## src/logic/cdop_cfg.svh

```systemverilog
// constants of the continuous dump output port
`ifndef CDOP_CFG_SVH
`define CDOP_CFG_SVH
`define CDOP_WORD_W      16
`define CDOP_BYTE_W      8
`define CDOP_ADDR_W      17
`define CDOP_MEM_BYTES   262144
`define CDOP_MEM_WORDS   (`CDOP_MEM_BYTES / 2)
`define CDOP_CLK_MHZ     125
`define CDOP_MIN_XFER_NS 500
`define CDOP_XFER_CYC    ((`CDOP_MIN_XFER_NS * `CDOP_CLK_MHZ + 999) / 1000)
`define CDOP_STROBE_CYC  (`CDOP_XFER_CYC / 2)
`define CDOP_PACE_W      7
`define CDOP_STATE_OFF   2'h0
`define CDOP_STATE_ALL   2'h1
`define CDOP_STATE_VALID 2'h2
`define CDOP_PIN_W       7
`define CDOP_PIN_IDLE    7'h3F
`define CDOP_STRAP_DONE  2'h3
`define CDOP_BUF_DEPTH   2
`endif

```

## src/logic/cdop_pkg.sv

```systemverilog
// types of the continuous dump output port
package cdop_pkg;
  typedef enum logic [1:0] {
    CDOP_IDLE = 2'h0,
    CDOP_SEND = 2'h1,
    CDOP_ARM  = 2'h2,
    CDOP_ACQ  = 2'h3
  } cdop_seq_t;
  typedef enum logic [1:0] {
    CDOP_O_LOAD = 2'h0,
    CDOP_O_SHOW = 2'h1,
    CDOP_O_DONE = 2'h2
  } cdop_out_t;
endpackage

```

## src/logic/cdop_buf_if.sv

```systemverilog
// carrier between the fetch side, the two-entry buffer and the port side
interface cdop_buf_if #(parameter int W = 16);
  logic         in_valid;  // word offered by fetch
  logic         in_ready;  // buffer has room
  logic [W-1:0] in_data;   // fetched word
  logic         out_valid; // word waiting for the port
  logic         out_ready; // port takes the word
  logic [W-1:0] out_data;  // oldest word
  logic         flush;     // drop all held words
  modport buffer (input in_valid, in_data, out_ready, flush, output in_ready, out_valid, out_data);
  modport user (output in_valid, in_data, out_ready, flush, input in_ready, out_valid, out_data);
endinterface

```

## src/logic/cdop_buf.sv

```systemverilog
// small fifo between memory fetch and the parallel port
`include "cdop_cfg.svh"
module cdop_buf #(
  parameter int W     = `CDOP_WORD_W,
  parameter int DEPTH = `CDOP_BUF_DEPTH
) (
  input wire logic    clk_i,
  input wire logic    arst_n_i,
  cdop_buf_if.buffer  bus
);
  localparam int PW = (DEPTH > 1) ? $clog2(DEPTH) : 1;
  logic [W-1:0] mem_reg [DEPTH];   // storage words
  logic [PW-1:0] wptr_reg;         // write index
  logic [PW-1:0] rptr_reg;         // read index
  logic [PW:0]   count_reg;        // words held
  wire do_push = bus.in_valid & bus.in_ready;
  wire do_pop  = bus.out_valid & bus.out_ready;
  // full test at the count's own width: a pointer-wide cast of the depth would wrap to zero
  assign bus.in_ready  = (count_reg != (PW+1)'(DEPTH)) & ~bus.flush;
  assign bus.out_valid = (count_reg != '0) & ~bus.flush;
  assign bus.out_data  = mem_reg[rptr_reg];
  // wrap a pointer at the depth
  function automatic logic [PW-1:0] bump(input logic [PW-1:0] p);
    return (p == PW'(DEPTH - 1)) ? '0 : p + PW'(1);
  endfunction
  // storage has no reset; count guards reads
  always_ff @(posedge clk_i) begin
    if (do_push) begin
      mem_reg[wptr_reg] <= bus.in_data;
    end
  end
  // pointers and fill level; flush wins over push and pop
  always_ff @(posedge clk_i or negedge arst_n_i) begin
    if (!arst_n_i) begin
      wptr_reg  <= '0;
      rptr_reg  <= '0;
      count_reg <= '0;
    end else if (bus.flush) begin
      wptr_reg  <= '0;
      rptr_reg  <= '0;
      count_reg <= '0;
    end else begin
      if (do_push) wptr_reg <= bump(wptr_reg);
      if (do_pop) rptr_reg <= bump(rptr_reg);
      count_reg <= count_reg + (PW+1)'(do_push) - (PW+1)'(do_pop);
    end
  end
  a_no_overflow: assert property (@(posedge clk_i) disable iff (!arst_n_i)
    count_reg <= (PW+1)'(DEPTH)) else $error("buffer over depth");
endmodule

```

## src/logic/cdop_top.sv

```systemverilog
// continuous dump output port: streams stored waveform words over the fast parallel port
// Operation
// - unsigned 16-bit words, at most 2 MHz
// - byte format sends high byte first
// - port enabled by state, dump or switches
// - dump resends until deactivated or reacquired
// - dump loops over whole linear array
// - rear sw2, board sw2 closed, sw3 open
// - switch dump powers up hold-next, handshake
// - reacquire request acquires then resumes sending
// - retransmit request restarts from data start
// - external acquire input acts like reacquire
// - available flag high while data readable (here also high while armed, and low from completion until data is read)
// - toggle flips at each new transmission
// - acquisition done drops flag, flips toggle
// - retransmit ignored while acquisition runs
// - word uses 16 lines, byte low eight
// - synchronous mode presents word with strobe edge
// - state all sends full memory, valid sends valid
`include "cdop_cfg.svh"
module cdop_top (
  input  wire logic                      CLOCK_I,
  input  wire logic                      ARST_N_I,
  input  wire logic [1:0]                PORT_STATE_I,
  input  wire logic                      DUMP_CONT_I,
  input  wire logic                      BYTE_FORMAT_I,
  input  wire logic                      SYNC_MODE_I,
  input  wire logic                      REAR_SW2_CLOSED_I,
  input  wire logic                      BOARD_SW2_CLOSED_I,
  input  wire logic                      BOARD_SW3_CLOSED_I,
  input  wire logic                      REACQUIRE_REQUEST_N_I,
  input  wire logic                      RETRANSMIT_REQUEST_N_I,
  input  wire logic                      EXTERNAL_ACQUIRE_INPUT_N_I,
  input  wire logic                      HANDSHAKE_REQ_I,
  input  wire logic [`CDOP_ADDR_W-1:0]   VALID_WORDS_I,
  input  wire logic [`CDOP_WORD_W-1:0]   MEM_DATA_I,
  input  wire logic                      ACQ_ARMED_I,
  input  wire logic                      ACQ_DONE_I,
  output logic      [`CDOP_ADDR_W-1:0]   MEM_ADDR_O,
  output logic                           ACQ_START_O,
  output logic      [`CDOP_WORD_W-1:0]   PORT_DATA_O,
  output logic                           PORT_STROBE_O,
  output logic                           PORT_ENABLE_O,
  output logic                           DATA_AVAILABLE_FLAG_O,
  output logic                           TRANSFER_TOGGLE_O,
  output logic                           HOLD_NEXT_STATE_O,
  output logic                           SYNC_ACTIVE_O
);
  localparam logic [`CDOP_PACE_W-1:0] XFER_CYC   = `CDOP_PACE_W'(`CDOP_XFER_CYC);
  localparam logic [`CDOP_PACE_W-1:0] STROBE_CYC = `CDOP_PACE_W'(`CDOP_STROBE_CYC);
  localparam logic [`CDOP_ADDR_W-1:0] FULL_LAST  = `CDOP_ADDR_W'(`CDOP_MEM_WORDS - 1);
  // pin synchroniser: first stage is read only by the second
  logic [`CDOP_PIN_W-1:0] pin_s1_reg, pin_s2_reg, pin_prev_reg;
  logic [1:0]             strap_cnt_reg;     // cycles until switches settle
  logic                   sw_dump_reg;       // dump selected by switches
  cdop_pkg::cdop_seq_t    seq_reg, seq_next;
  cdop_pkg::cdop_out_t    out_reg;
  logic [`CDOP_ADDR_W-1:0] addr_reg;         // next word to fetch
  logic                   rd_pend_reg;       // memory answer due this cycle
  logic                   done_reg;          // one-shot pass finished
  logic                   post_acq_reg;      // flag kept low after new acquisition
  logic [`CDOP_WORD_W-1:0] held_reg;         // word being sent
  logic                   phase_reg;         // low byte still to send
  logic [`CDOP_PACE_W-1:0] pace_reg;         // cycles until next presentation
  logic [`CDOP_PACE_W-1:0] wid_reg;          // strobe width in sync mode
  logic                   reacq_lvl_reg, retx_lvl_reg;
  cdop_buf_if #(.W(`CDOP_WORD_W)) bif ();
  cdop_buf #(.W(`CDOP_WORD_W), .DEPTH(`CDOP_BUF_DEPTH)) u_buf (
    .clk_i   (CLOCK_I),
    .arst_n_i(ARST_N_I),
    .bus     (bif.buffer)
  );
  // decoded pins
  wire [`CDOP_PIN_W-1:0] pin_raw = {HANDSHAKE_REQ_I, EXTERNAL_ACQUIRE_INPUT_N_I, RETRANSMIT_REQUEST_N_I,
                                    REACQUIRE_REQUEST_N_I, BOARD_SW3_CLOSED_I, BOARD_SW2_CLOSED_I,
                                    REAR_SW2_CLOSED_I};
  wire req_s      = pin_s2_reg[6];
  // two consecutive low samples count as a request, a single one is a glitch
  wire reacq_low  = (~pin_s2_reg[3] & ~pin_prev_reg[3]) | (~pin_s2_reg[5] & ~pin_prev_reg[5]);
  wire retx_low   = ~pin_s2_reg[4] & ~pin_prev_reg[4];
  wire reacq_ev   = reacq_low & ~reacq_lvl_reg;
  wire retx_ev    = retx_low & ~retx_lvl_reg;
  wire strap_now  = (strap_cnt_reg == `CDOP_STRAP_DONE - 2'h1);
  wire sw_dump_d  = pin_s2_reg[0] & pin_s2_reg[1] & ~pin_s2_reg[2];
  wire dump_on    = DUMP_CONT_I | sw_dump_reg;
  wire port_en    = (PORT_STATE_I != `CDOP_STATE_OFF) | dump_on;
  wire sync_md    = SYNC_MODE_I & ~dump_on;
  wire use_valid  = (PORT_STATE_I == `CDOP_STATE_VALID) & ~dump_on;
  wire [`CDOP_ADDR_W-1:0] last_addr = use_valid ? VALID_WORDS_I - `CDOP_ADDR_W'(1) : FULL_LAST;
  wire go_send    = (seq_reg == cdop_pkg::CDOP_IDLE) & (strap_cnt_reg == `CDOP_STRAP_DONE) & port_en & ~done_reg;
  wire go_reacq   = (seq_reg == cdop_pkg::CDOP_SEND) & dump_on & reacq_ev;
  wire go_retx    = (seq_reg == cdop_pkg::CDOP_SEND) & dump_on & retx_ev & ~reacq_ev;
  wire acq_end    = (seq_reg == cdop_pkg::CDOP_ACQ) & ACQ_DONE_I;
  wire new_tx     = go_send | go_retx | acq_end;
  wire stop_send  = (seq_reg == cdop_pkg::CDOP_SEND) & ~port_en;
  wire restart    = new_tx | go_reacq | stop_send | (seq_reg == cdop_pkg::CDOP_ARM);
  wire at_last    = rd_pend_reg & (addr_reg == last_addr);
  wire [`CDOP_ADDR_W-1:0] addr_step = at_last ? '0 : addr_reg + `CDOP_ADDR_W'(1);
  wire rd_issue   = (seq_reg == cdop_pkg::CDOP_SEND) & ~rd_pend_reg & bif.in_ready & ~restart;
  wire show_ok    = (out_reg == cdop_pkg::CDOP_O_LOAD) & (pace_reg == '0) & ~restart;
  wire show_lo    = show_ok & phase_reg;
  wire show_new   = show_ok & ~phase_reg & bif.out_valid;
  wire [`CDOP_WORD_W-1:0] word_new = bif.out_data;
  // byte format: high byte first, each byte on the low eight lines
  wire [`CDOP_WORD_W-1:0] hi_byte  = {{`CDOP_BYTE_W{1'b0}}, word_new[`CDOP_WORD_W-1:`CDOP_BYTE_W]};
  wire [`CDOP_WORD_W-1:0] lo_byte  = {{`CDOP_BYTE_W{1'b0}}, held_reg[`CDOP_BYTE_W-1:0]};
  assign bif.in_valid  = rd_pend_reg;
  assign bif.in_data   = MEM_DATA_I;
  assign bif.out_ready = show_new;
  assign bif.flush     = restart;
  // synchroniser and strap capture; active-low request lines idle high, handshake request idles low
  always_ff @(posedge CLOCK_I or negedge ARST_N_I) begin
    if (!ARST_N_I) begin
      pin_s1_reg    <= `CDOP_PIN_IDLE;
      pin_s2_reg    <= `CDOP_PIN_IDLE;
      pin_prev_reg  <= `CDOP_PIN_IDLE;
      strap_cnt_reg <= '0;
      sw_dump_reg   <= 1'b0;
      reacq_lvl_reg <= 1'b0;
      retx_lvl_reg  <= 1'b0;
    end else begin
      pin_s1_reg    <= pin_raw;
      pin_s2_reg    <= pin_s1_reg;
      pin_prev_reg  <= pin_s2_reg;
      reacq_lvl_reg <= reacq_low;
      retx_lvl_reg  <= retx_low;
      if (strap_cnt_reg != `CDOP_STRAP_DONE) strap_cnt_reg <= strap_cnt_reg + 2'h1;
      if (strap_now) sw_dump_reg <= sw_dump_d;   // caught once after release
    end
  end
  // sequencer next state
  always_comb begin
    seq_next = seq_reg;
    case (seq_reg)
      cdop_pkg::CDOP_IDLE: begin
        if (strap_now & sw_dump_d) seq_next = cdop_pkg::CDOP_ARM;     // hold-next at power up
        else if (go_send) seq_next = cdop_pkg::CDOP_SEND;
      end
      cdop_pkg::CDOP_SEND: begin
        if (stop_send) seq_next = cdop_pkg::CDOP_IDLE;
        else if (go_reacq) seq_next = cdop_pkg::CDOP_ARM;
        else if (at_last & ~dump_on) seq_next = cdop_pkg::CDOP_IDLE;
      end
      cdop_pkg::CDOP_ARM: begin
        if (ACQ_ARMED_I) seq_next = cdop_pkg::CDOP_ACQ;
      end
      cdop_pkg::CDOP_ACQ: begin
        if (ACQ_DONE_I) seq_next = cdop_pkg::CDOP_SEND;
      end
      default: seq_next = cdop_pkg::CDOP_IDLE;
    endcase
  end
  // sequencer, fetch address and status pins
  always_ff @(posedge CLOCK_I or negedge ARST_N_I) begin
    if (!ARST_N_I) begin
      seq_reg               <= cdop_pkg::CDOP_IDLE;
      addr_reg              <= '0;
      MEM_ADDR_O            <= '0;
      rd_pend_reg           <= 1'b0;
      done_reg              <= 1'b0;
      post_acq_reg          <= 1'b0;
      ACQ_START_O           <= 1'b0;
      TRANSFER_TOGGLE_O     <= 1'b0;
      DATA_AVAILABLE_FLAG_O <= 1'b0;
      HOLD_NEXT_STATE_O     <= 1'b0;
      PORT_ENABLE_O         <= 1'b0;
      SYNC_ACTIVE_O         <= 1'b0;
    end else begin
      seq_reg           <= seq_next;
      PORT_ENABLE_O     <= port_en;
      SYNC_ACTIVE_O     <= sync_md;
      ACQ_START_O       <= (seq_next == cdop_pkg::CDOP_ARM) & (seq_reg != cdop_pkg::CDOP_ARM);
      HOLD_NEXT_STATE_O <= (seq_next == cdop_pkg::CDOP_ACQ);
      if (new_tx) TRANSFER_TOGGLE_O <= ~TRANSFER_TOGGLE_O;
      if (~port_en) done_reg <= 1'b0;
      else if (at_last & ~dump_on) done_reg <= 1'b1;
      if (restart) begin
        addr_reg    <= '0;
        MEM_ADDR_O  <= '0;
        rd_pend_reg <= 1'b0;
      end else begin
        rd_pend_reg <= rd_issue;
        if (rd_pend_reg) begin
          addr_reg   <= addr_step;
          MEM_ADDR_O <= addr_step;   // mirror, so the memory sees the address at the issuing edge
        end
      end
      // flag: up when armed, down on completion, up again once data is read
      if (acq_end) post_acq_reg <= 1'b1;
      else if (req_s | sync_md) post_acq_reg <= 1'b0;
      if ((seq_reg == cdop_pkg::CDOP_ACQ) & ~ACQ_DONE_I) DATA_AVAILABLE_FLAG_O <= 1'b1;
      else if (acq_end | (seq_next == cdop_pkg::CDOP_IDLE) | (seq_next == cdop_pkg::CDOP_ARM))
        DATA_AVAILABLE_FLAG_O <= 1'b0;
      else if ((show_new | show_lo) & ~post_acq_reg) DATA_AVAILABLE_FLAG_O <= 1'b1;
    end
  end
  // port side: pacing, handshake or self-made strobe
  always_ff @(posedge CLOCK_I or negedge ARST_N_I) begin
    if (!ARST_N_I) begin
      out_reg       <= cdop_pkg::CDOP_O_LOAD;
      held_reg      <= '0;
      phase_reg     <= 1'b0;
      pace_reg      <= '0;
      wid_reg       <= '0;
      PORT_DATA_O   <= '0;
      PORT_STROBE_O <= 1'b0;
    end else if (restart) begin
      out_reg       <= cdop_pkg::CDOP_O_LOAD;
      phase_reg     <= 1'b0;
      PORT_STROBE_O <= 1'b0;
    end else begin
      if (pace_reg != '0) pace_reg <= pace_reg - `CDOP_PACE_W'(1);
      case (out_reg)
        cdop_pkg::CDOP_O_LOAD: begin
          if (show_new | show_lo) begin
            pace_reg <= XFER_CYC - `CDOP_PACE_W'(1);
            out_reg  <= cdop_pkg::CDOP_O_SHOW;
          end
          if (show_new) begin
            held_reg    <= word_new;
            phase_reg   <= BYTE_FORMAT_I;
            PORT_DATA_O <= BYTE_FORMAT_I ? hi_byte : word_new;
          end else if (show_lo) begin
            phase_reg   <= 1'b0;
            PORT_DATA_O <= lo_byte;
          end
        end
        cdop_pkg::CDOP_O_SHOW: begin
          if (sync_md | req_s) begin
            PORT_STROBE_O <= 1'b1;
            pace_reg      <= XFER_CYC - `CDOP_PACE_W'(1);  // a late request must not squeeze strobes
            wid_reg       <= STROBE_CYC;
            out_reg       <= cdop_pkg::CDOP_O_DONE;
          end
        end
        cdop_pkg::CDOP_O_DONE: begin
          if (wid_reg != '0) wid_reg <= wid_reg - `CDOP_PACE_W'(1);
          if (sync_md ? (wid_reg == '0) : ~req_s) begin
            PORT_STROBE_O <= 1'b0;
            out_reg       <= cdop_pkg::CDOP_O_LOAD;
          end
        end
        default: out_reg <= cdop_pkg::CDOP_O_LOAD;
      endcase
    end
  end
  // checks
  int unsigned gap_cnt_reg;   // cycles since last presentation
  always_ff @(posedge CLOCK_I or negedge ARST_N_I) begin
    if (!ARST_N_I) gap_cnt_reg <= `CDOP_XFER_CYC;
    else gap_cnt_reg <= (show_new | show_lo) ? 0 : gap_cnt_reg + 1;
  end
  a_rate_limit: assert property (@(posedge CLOCK_I) disable iff (!ARST_N_I)
    (show_new | show_lo) |-> gap_cnt_reg >= `CDOP_XFER_CYC - 1) else $error("words too close");
  a_byte_order: assert property (@(posedge CLOCK_I) disable iff (!ARST_N_I)
    show_new & BYTE_FORMAT_I |=> PORT_DATA_O == {8'h00, held_reg[15:8]} && phase_reg) else $error("high byte not first");
  a_port_gate: assert property (@(posedge CLOCK_I) disable iff (!ARST_N_I)
    (seq_reg == cdop_pkg::CDOP_SEND) & ~port_en |=> seq_reg == cdop_pkg::CDOP_IDLE) else $error("send while disabled");
  a_reacq_arms: assert property (@(posedge CLOCK_I) disable iff (!ARST_N_I)
    go_reacq |=> seq_reg == cdop_pkg::CDOP_ARM && ACQ_START_O ##1 !ACQ_START_O) else $error("reacquire not armed");
  a_retx_addr: assert property (@(posedge CLOCK_I) disable iff (!ARST_N_I)
    go_retx |=> addr_reg == '0 && TRANSFER_TOGGLE_O != $past(TRANSFER_TOGGLE_O)) else $error("retransmit not restarted");
  a_done_flag: assert property (@(posedge CLOCK_I) disable iff (!ARST_N_I)
    acq_end |=> !DATA_AVAILABLE_FLAG_O && $changed(TRANSFER_TOGGLE_O)) else $error("completion not signalled");
  a_retx_ignored: assert property (@(posedge CLOCK_I) disable iff (!ARST_N_I)
    (seq_reg == cdop_pkg::CDOP_ACQ) & ~ACQ_DONE_I |=> $stable(TRANSFER_TOGGLE_O)) else $error("toggle during acquisition");
  a_glitch_reject: assert property (@(posedge CLOCK_I) disable iff (!ARST_N_I)
    reacq_ev |-> (!pin_s2_reg[3] && $past(pin_s2_reg[3]) == 1'b0) || (!pin_s2_reg[5] && $past(pin_s2_reg[5]) == 1'b0))
    else $error("glitch accepted");
  a_sync_strobe: assert property (@(posedge CLOCK_I) disable iff (!ARST_N_I)
    $rose(PORT_STROBE_O) & sync_md & ~restart |=> PORT_STROBE_O [*8]) else $error("strobe too short");
  c_dump_loop: cover property (@(posedge CLOCK_I) disable iff (!ARST_N_I) at_last & dump_on);
  c_reacquire: cover property (@(posedge CLOCK_I) disable iff (!ARST_N_I) acq_end);
  c_retransmit: cover property (@(posedge CLOCK_I) disable iff (!ARST_N_I) go_retx);
  c_byte_low: cover property (@(posedge CLOCK_I) disable iff (!ARST_N_I) show_lo);
endmodule
```

## config.mk

```make
export PLATFORM = sky130hd
export DESIGN_NAME = cdop_top
export DESIGN_NICKNAME = d
export VERILOG_FILES = /design/src/logic/cdop_pkg.sv /design/src/logic/cdop_buf_if.sv /design/src/logic/cdop_buf.sv /design/src/logic/cdop_top.sv
export VERILOG_INCLUDE_DIRS = /design/src /design/src/logic
export SDC_FILE = /design/constraint.sdc
export NUM_CORES = 1
export LEC_CHECK = 0
export BUFFER_PORTS_ARGS = -buffer_cell sky130_fd_sc_hd__buf_2
export CAP_MARGIN = 5
export CELL_PAD_IN_SITES_DETAIL_PLACEMENT = 1
export CELL_PAD_IN_SITES_GLOBAL_PLACEMENT = 2
export CORE_ASPECT_RATIO = 0.5
export CORE_UTILIZATION = 34
export DETAILED_ROUTE_END_ITERATION = 16
export HOLD_SLACK_MARGIN = 0.02
export PLACE_DENSITY = 0.74
export SLEW_MARGIN = 10
export SYNTH_ARGS = -nofsm -noshare
export SYNTH_HDL_FRONTEND = slang
export SYNTH_SLANG_ARGS = --single-unit
```

## constraint.sdc

```tcl
create_clock -name CLOCK_I -period 3.4 [get_ports CLOCK_I]
set_input_delay 0.34 -clock CLOCK_I [delete_from_list [all_inputs] [get_ports CLOCK_I]]
set_output_delay 0.34 -clock CLOCK_I [all_outputs]
set_load 0.01 [all_outputs]
```

==> flow_metrics.py <==
metrics = {
    "run_status": {
        "outcome": "completed",
    },
    "sta": {
        "fmax_ghz": 0.319,
        "max_slew.worst_pin.slew_ns": 0.639,
        "rsz0062_at_grt": "no",
        "holdWs_ns": 0.109,
        "finalCritPeriodShare_pct": 92.3,
        "drv_slew": 0,
        "period_needed_ns": 3.14,
        "fin_skew_ns": 0.00869,
        "setup_violations": 0,
        "slew_headroom_pct": 57.4,
        "final-hold-violation-count": 0,
        "setup_ws_ns": 0.263,
        "setup_tns_ns": 0,
    },
    "clocking": {
        "numClockSinks": 128,
        "tritoncts": "yes",
        "path_clk_slew_ns": 0.06,
        "cts_buffers": 17,
        "h-tree-depth": 4,
        "cts-root-buf": "clkbuf_16",
        "clockBufferDepth": 2,
        "clock_latency_ns": 0.41,
    },
    "setup_path": {
        "critPathMaxFanout": 15,
        "end_kind": "flop",
        "max_stage_delay_ns": 0.56,
        "start_kind": "flop",
        "cp.arrival_ns": 3.42,
        "reg2reg_depth": 9,
        "crit_chain": "or4b_1 > or4b_1 > a211oi_1 > nor3b_1 > nor4_2 > o2111ai_4 > buf_4 > nand2_1 > o21ai_0",
        "cp.required_ns": 3.68,
        "r2r_slack_ns": 0.26,
        "r2r_end": "addr_reg[3]",
        "critPathSlowestCell": "or4b_1",
        "crit_type": "reg -> reg",
        "cp_common_cell": "or4b_1",
        "rr_startpoint": "sw_dump_reg",
    },
    "global_route": {
        "antenna_found_initial": 1,
        "grt_max_degree": 47,
        "overflow": 0,
        "grt_pass1_wl_um": 27600,
        "grt_usage_pct": 18.3,
        "first_global_vias": 5281,
    },
    "placed_design": {
        "io_buffers": 88,
        "dpl.cell_count": 911,
        "post-place-ws_ns": 0.0215,
        "hpwl_um": 11800,
        "gp_congestion": 0.800,
    },
    "synthesis": {
        "synth_top_cell_by_area": "dfrtp_1",
        "synth_edf_count": 32,
        "synth.distinct_cells": 64,
        "synthTopCellsByCount": "81 x dfrtp_1, 48 x nand2_1, 38 x nor2_1",
        "synth_area_sq_um": 6360,
        "synth_top_area_share_pct": 31.9,
        "postSynthAreaPerCell_sq_um": 10.7,
        "syn-num-nets": 652,
        "yosysMostFrequentCell": "dfrtp_1",
        "seq_area_frac_synth_pct": 53.2,
        "async_flop_share_pct": 75.0,
        "synth.area.top_cells": "dfrtp_1 32%, edfxtp_1 15%, dfstp_2 6.2%",
        "synthFlopType": "dfrtp_1",
        "yosys_register_bits": 128,
        "synth_cells": 593,
        "synth_warnings": 0,
    },
    "power_and_ir_drop": {
        "ir_worst_vdd_mv": 0.309,
        "total_power_mw": 5.08,
        "p_leak_nw": 3.32,
        "powerDensity_nw_per_um2": 647,
    },
    "floorplanning": {
        "fp.dieW_um": 195,
        "initial_utilization_pct": 35.7,
        "core_sq_um": 17800,
        "die_height_um": 98.7,
        "io_pins": 89,
        "die_area_sq_um": 19300,
        "rows": 34,
    },
    "worst_hold_path": {
        "min_path_type": "in -> reg",
        "hold_end": "u_buf.mem_reg[0][15]",
        "hold_start": "MEM_DATA_I[15]",
        "whs_path_depth": 1,
    },
    "final_layout": {
        "area.sequential_sq_um": 3380,
        "stdcell_count": 952,
        "largest_register_ff_count": 32,
        "nets": 763,
        "fill_cells": 1961,
        "multi_input_area_sq_um": 2780,
        "area_delta_synth_final_pct": 23.6,
        "drive_gt1_share_pct": 26.1,
    },
    "route": {
        "vias": 5064,
        "drc": 0,
        "first_pass_iters": 4,
        "viasPerCell": 5.32,
        "drt_wl_total_um": 16700,
        "first_iter_violations": 174,
        "ant_nets": 0,
        "routedWlPerCell_um": 17.6,
    },
    "flow_run": {
        "cap_violations": 0,
    },
}
area by class of cell:
type / count / area share [%]
multi-input combinational: 407 / 35.4
timing repair buffer: 123 / 9.23
antenna: 1 / 0.0318
tap: 234 / 3.73
clock buffer: 17 / 5.41
sequential: 128 / 43.0
inverter: 27 / 1.29
clock inverter: 15 / 1.89
per-layer routing:
metal  global-route usage, %  part of all wire (%)  wire length [um]
met1                    24.6                    49              8210
met4                    5.51                  0.91               152
met2                    30.3                    47              7920
met3                    3.29                   2.7               459
met5                       0                     0                 0
worst max-delay path, delay by kind of cell, from the launching register on:
family	cells	cell delay (ns)
AOI/OAI and AO/OA	3	0.58
buffers and inverters	1	0.24
DFF	1	0.44
and+or+nand+nor	5	1.74
what timing repair did:
item | 4_1_cts | 5_1_grt
hold buffers | 7 | 1
hold endpoints to repair | 37 | 1
buffers inserted | 0 | 0
gates resized for setup | 0 | 1
endpoints found under the setup margin | 0 | 6
stage by stage:
stage | instance area [sq um] | utilization [%]
2_1_floorplan | 6360 | -
3_3_place_gp | 7200 | 40.4
3_5_place_dp | 7200 | 40.4
4_1_cts | 7840 | 44.0
5_1_grt | 7860 | 44.1
6_report | 7860 | 44.1
cells in the final DEF, fill, tap and decap left out, types with 13 or more instances in the layout:
| cell type | Yosys | layout |
|---|---|---|
| nand2b_1 | 13 | 13 |
| mux2i_1 | 17 | 17 |
| inv_1 | 27 | 27 |
| edfxtp_1 | 32 | 32 |
| nor2_1 | 38 | 38 |
| dfrtp_1 | 81 | 81 |
| buf_2 | 1 | 87 |
| dfstp_2 | 15 | 15 |
| a31oi_1 | 31 | 31 |
| nand3_1 | 29 | 29 |
| nand2_1 | 48 | 48 |
| o21ai_0 | 36 | 36 |
| clkbuf_16 | 0 | 17 |
| nor4_1 | 17 | 16 |
| a21oi_1 | 14 | 14 |
| buf_4 | 0 | 28 |
power breakdown:
| part | leakage, nW | internal [mW] | total (mW) | switching [mW] |
|---|---|---|---|---|
| combinational | 1.52 | 0.489 | 1.25 | 0.761 |
| clock | 0.278 | 1.03 | 1.79 | 0.757 |
| sequential | 1.52 | 1.86 | 2.05 | 0.185 |
| total | 3.32 | 3.38 | 5.08 | 1.70 |
how the worst max path moves through the flow:
stage / from / endpoint / slack [ns] / depth (start not counted)
after floorplan: sw_dump_reg / u_buf.mem_reg[0][0] / 0.08 / 7
after global placement: VALID_WORDS_I[3] / addr_reg[14] / 0.07 / 11
after detailed placement: VALID_WORDS_I[0] / addr_reg[3] / 0.02 / 12
after CTS: sw_dump_reg / addr_reg[3] / 0.10 / 9
after global routing: sw_dump_reg / addr_reg[3] / 0.01 / 10
final: sw_dump_reg / addr_reg[3] / 0.26 / 9
cells by family after synthesis:
kind of cell | count (synthesis) | synth area share, %
xor+xnor | 25 | 3.88
flops | 128 | 53.2
mux | 26 | 5.69
buf+inv | 58 | 3.44
simple gates | 224 | 19.1
fa+ha+maj | 10 | 1.97
compound gates | 122 | 12.7
Power figures use the tool's default switching activity.
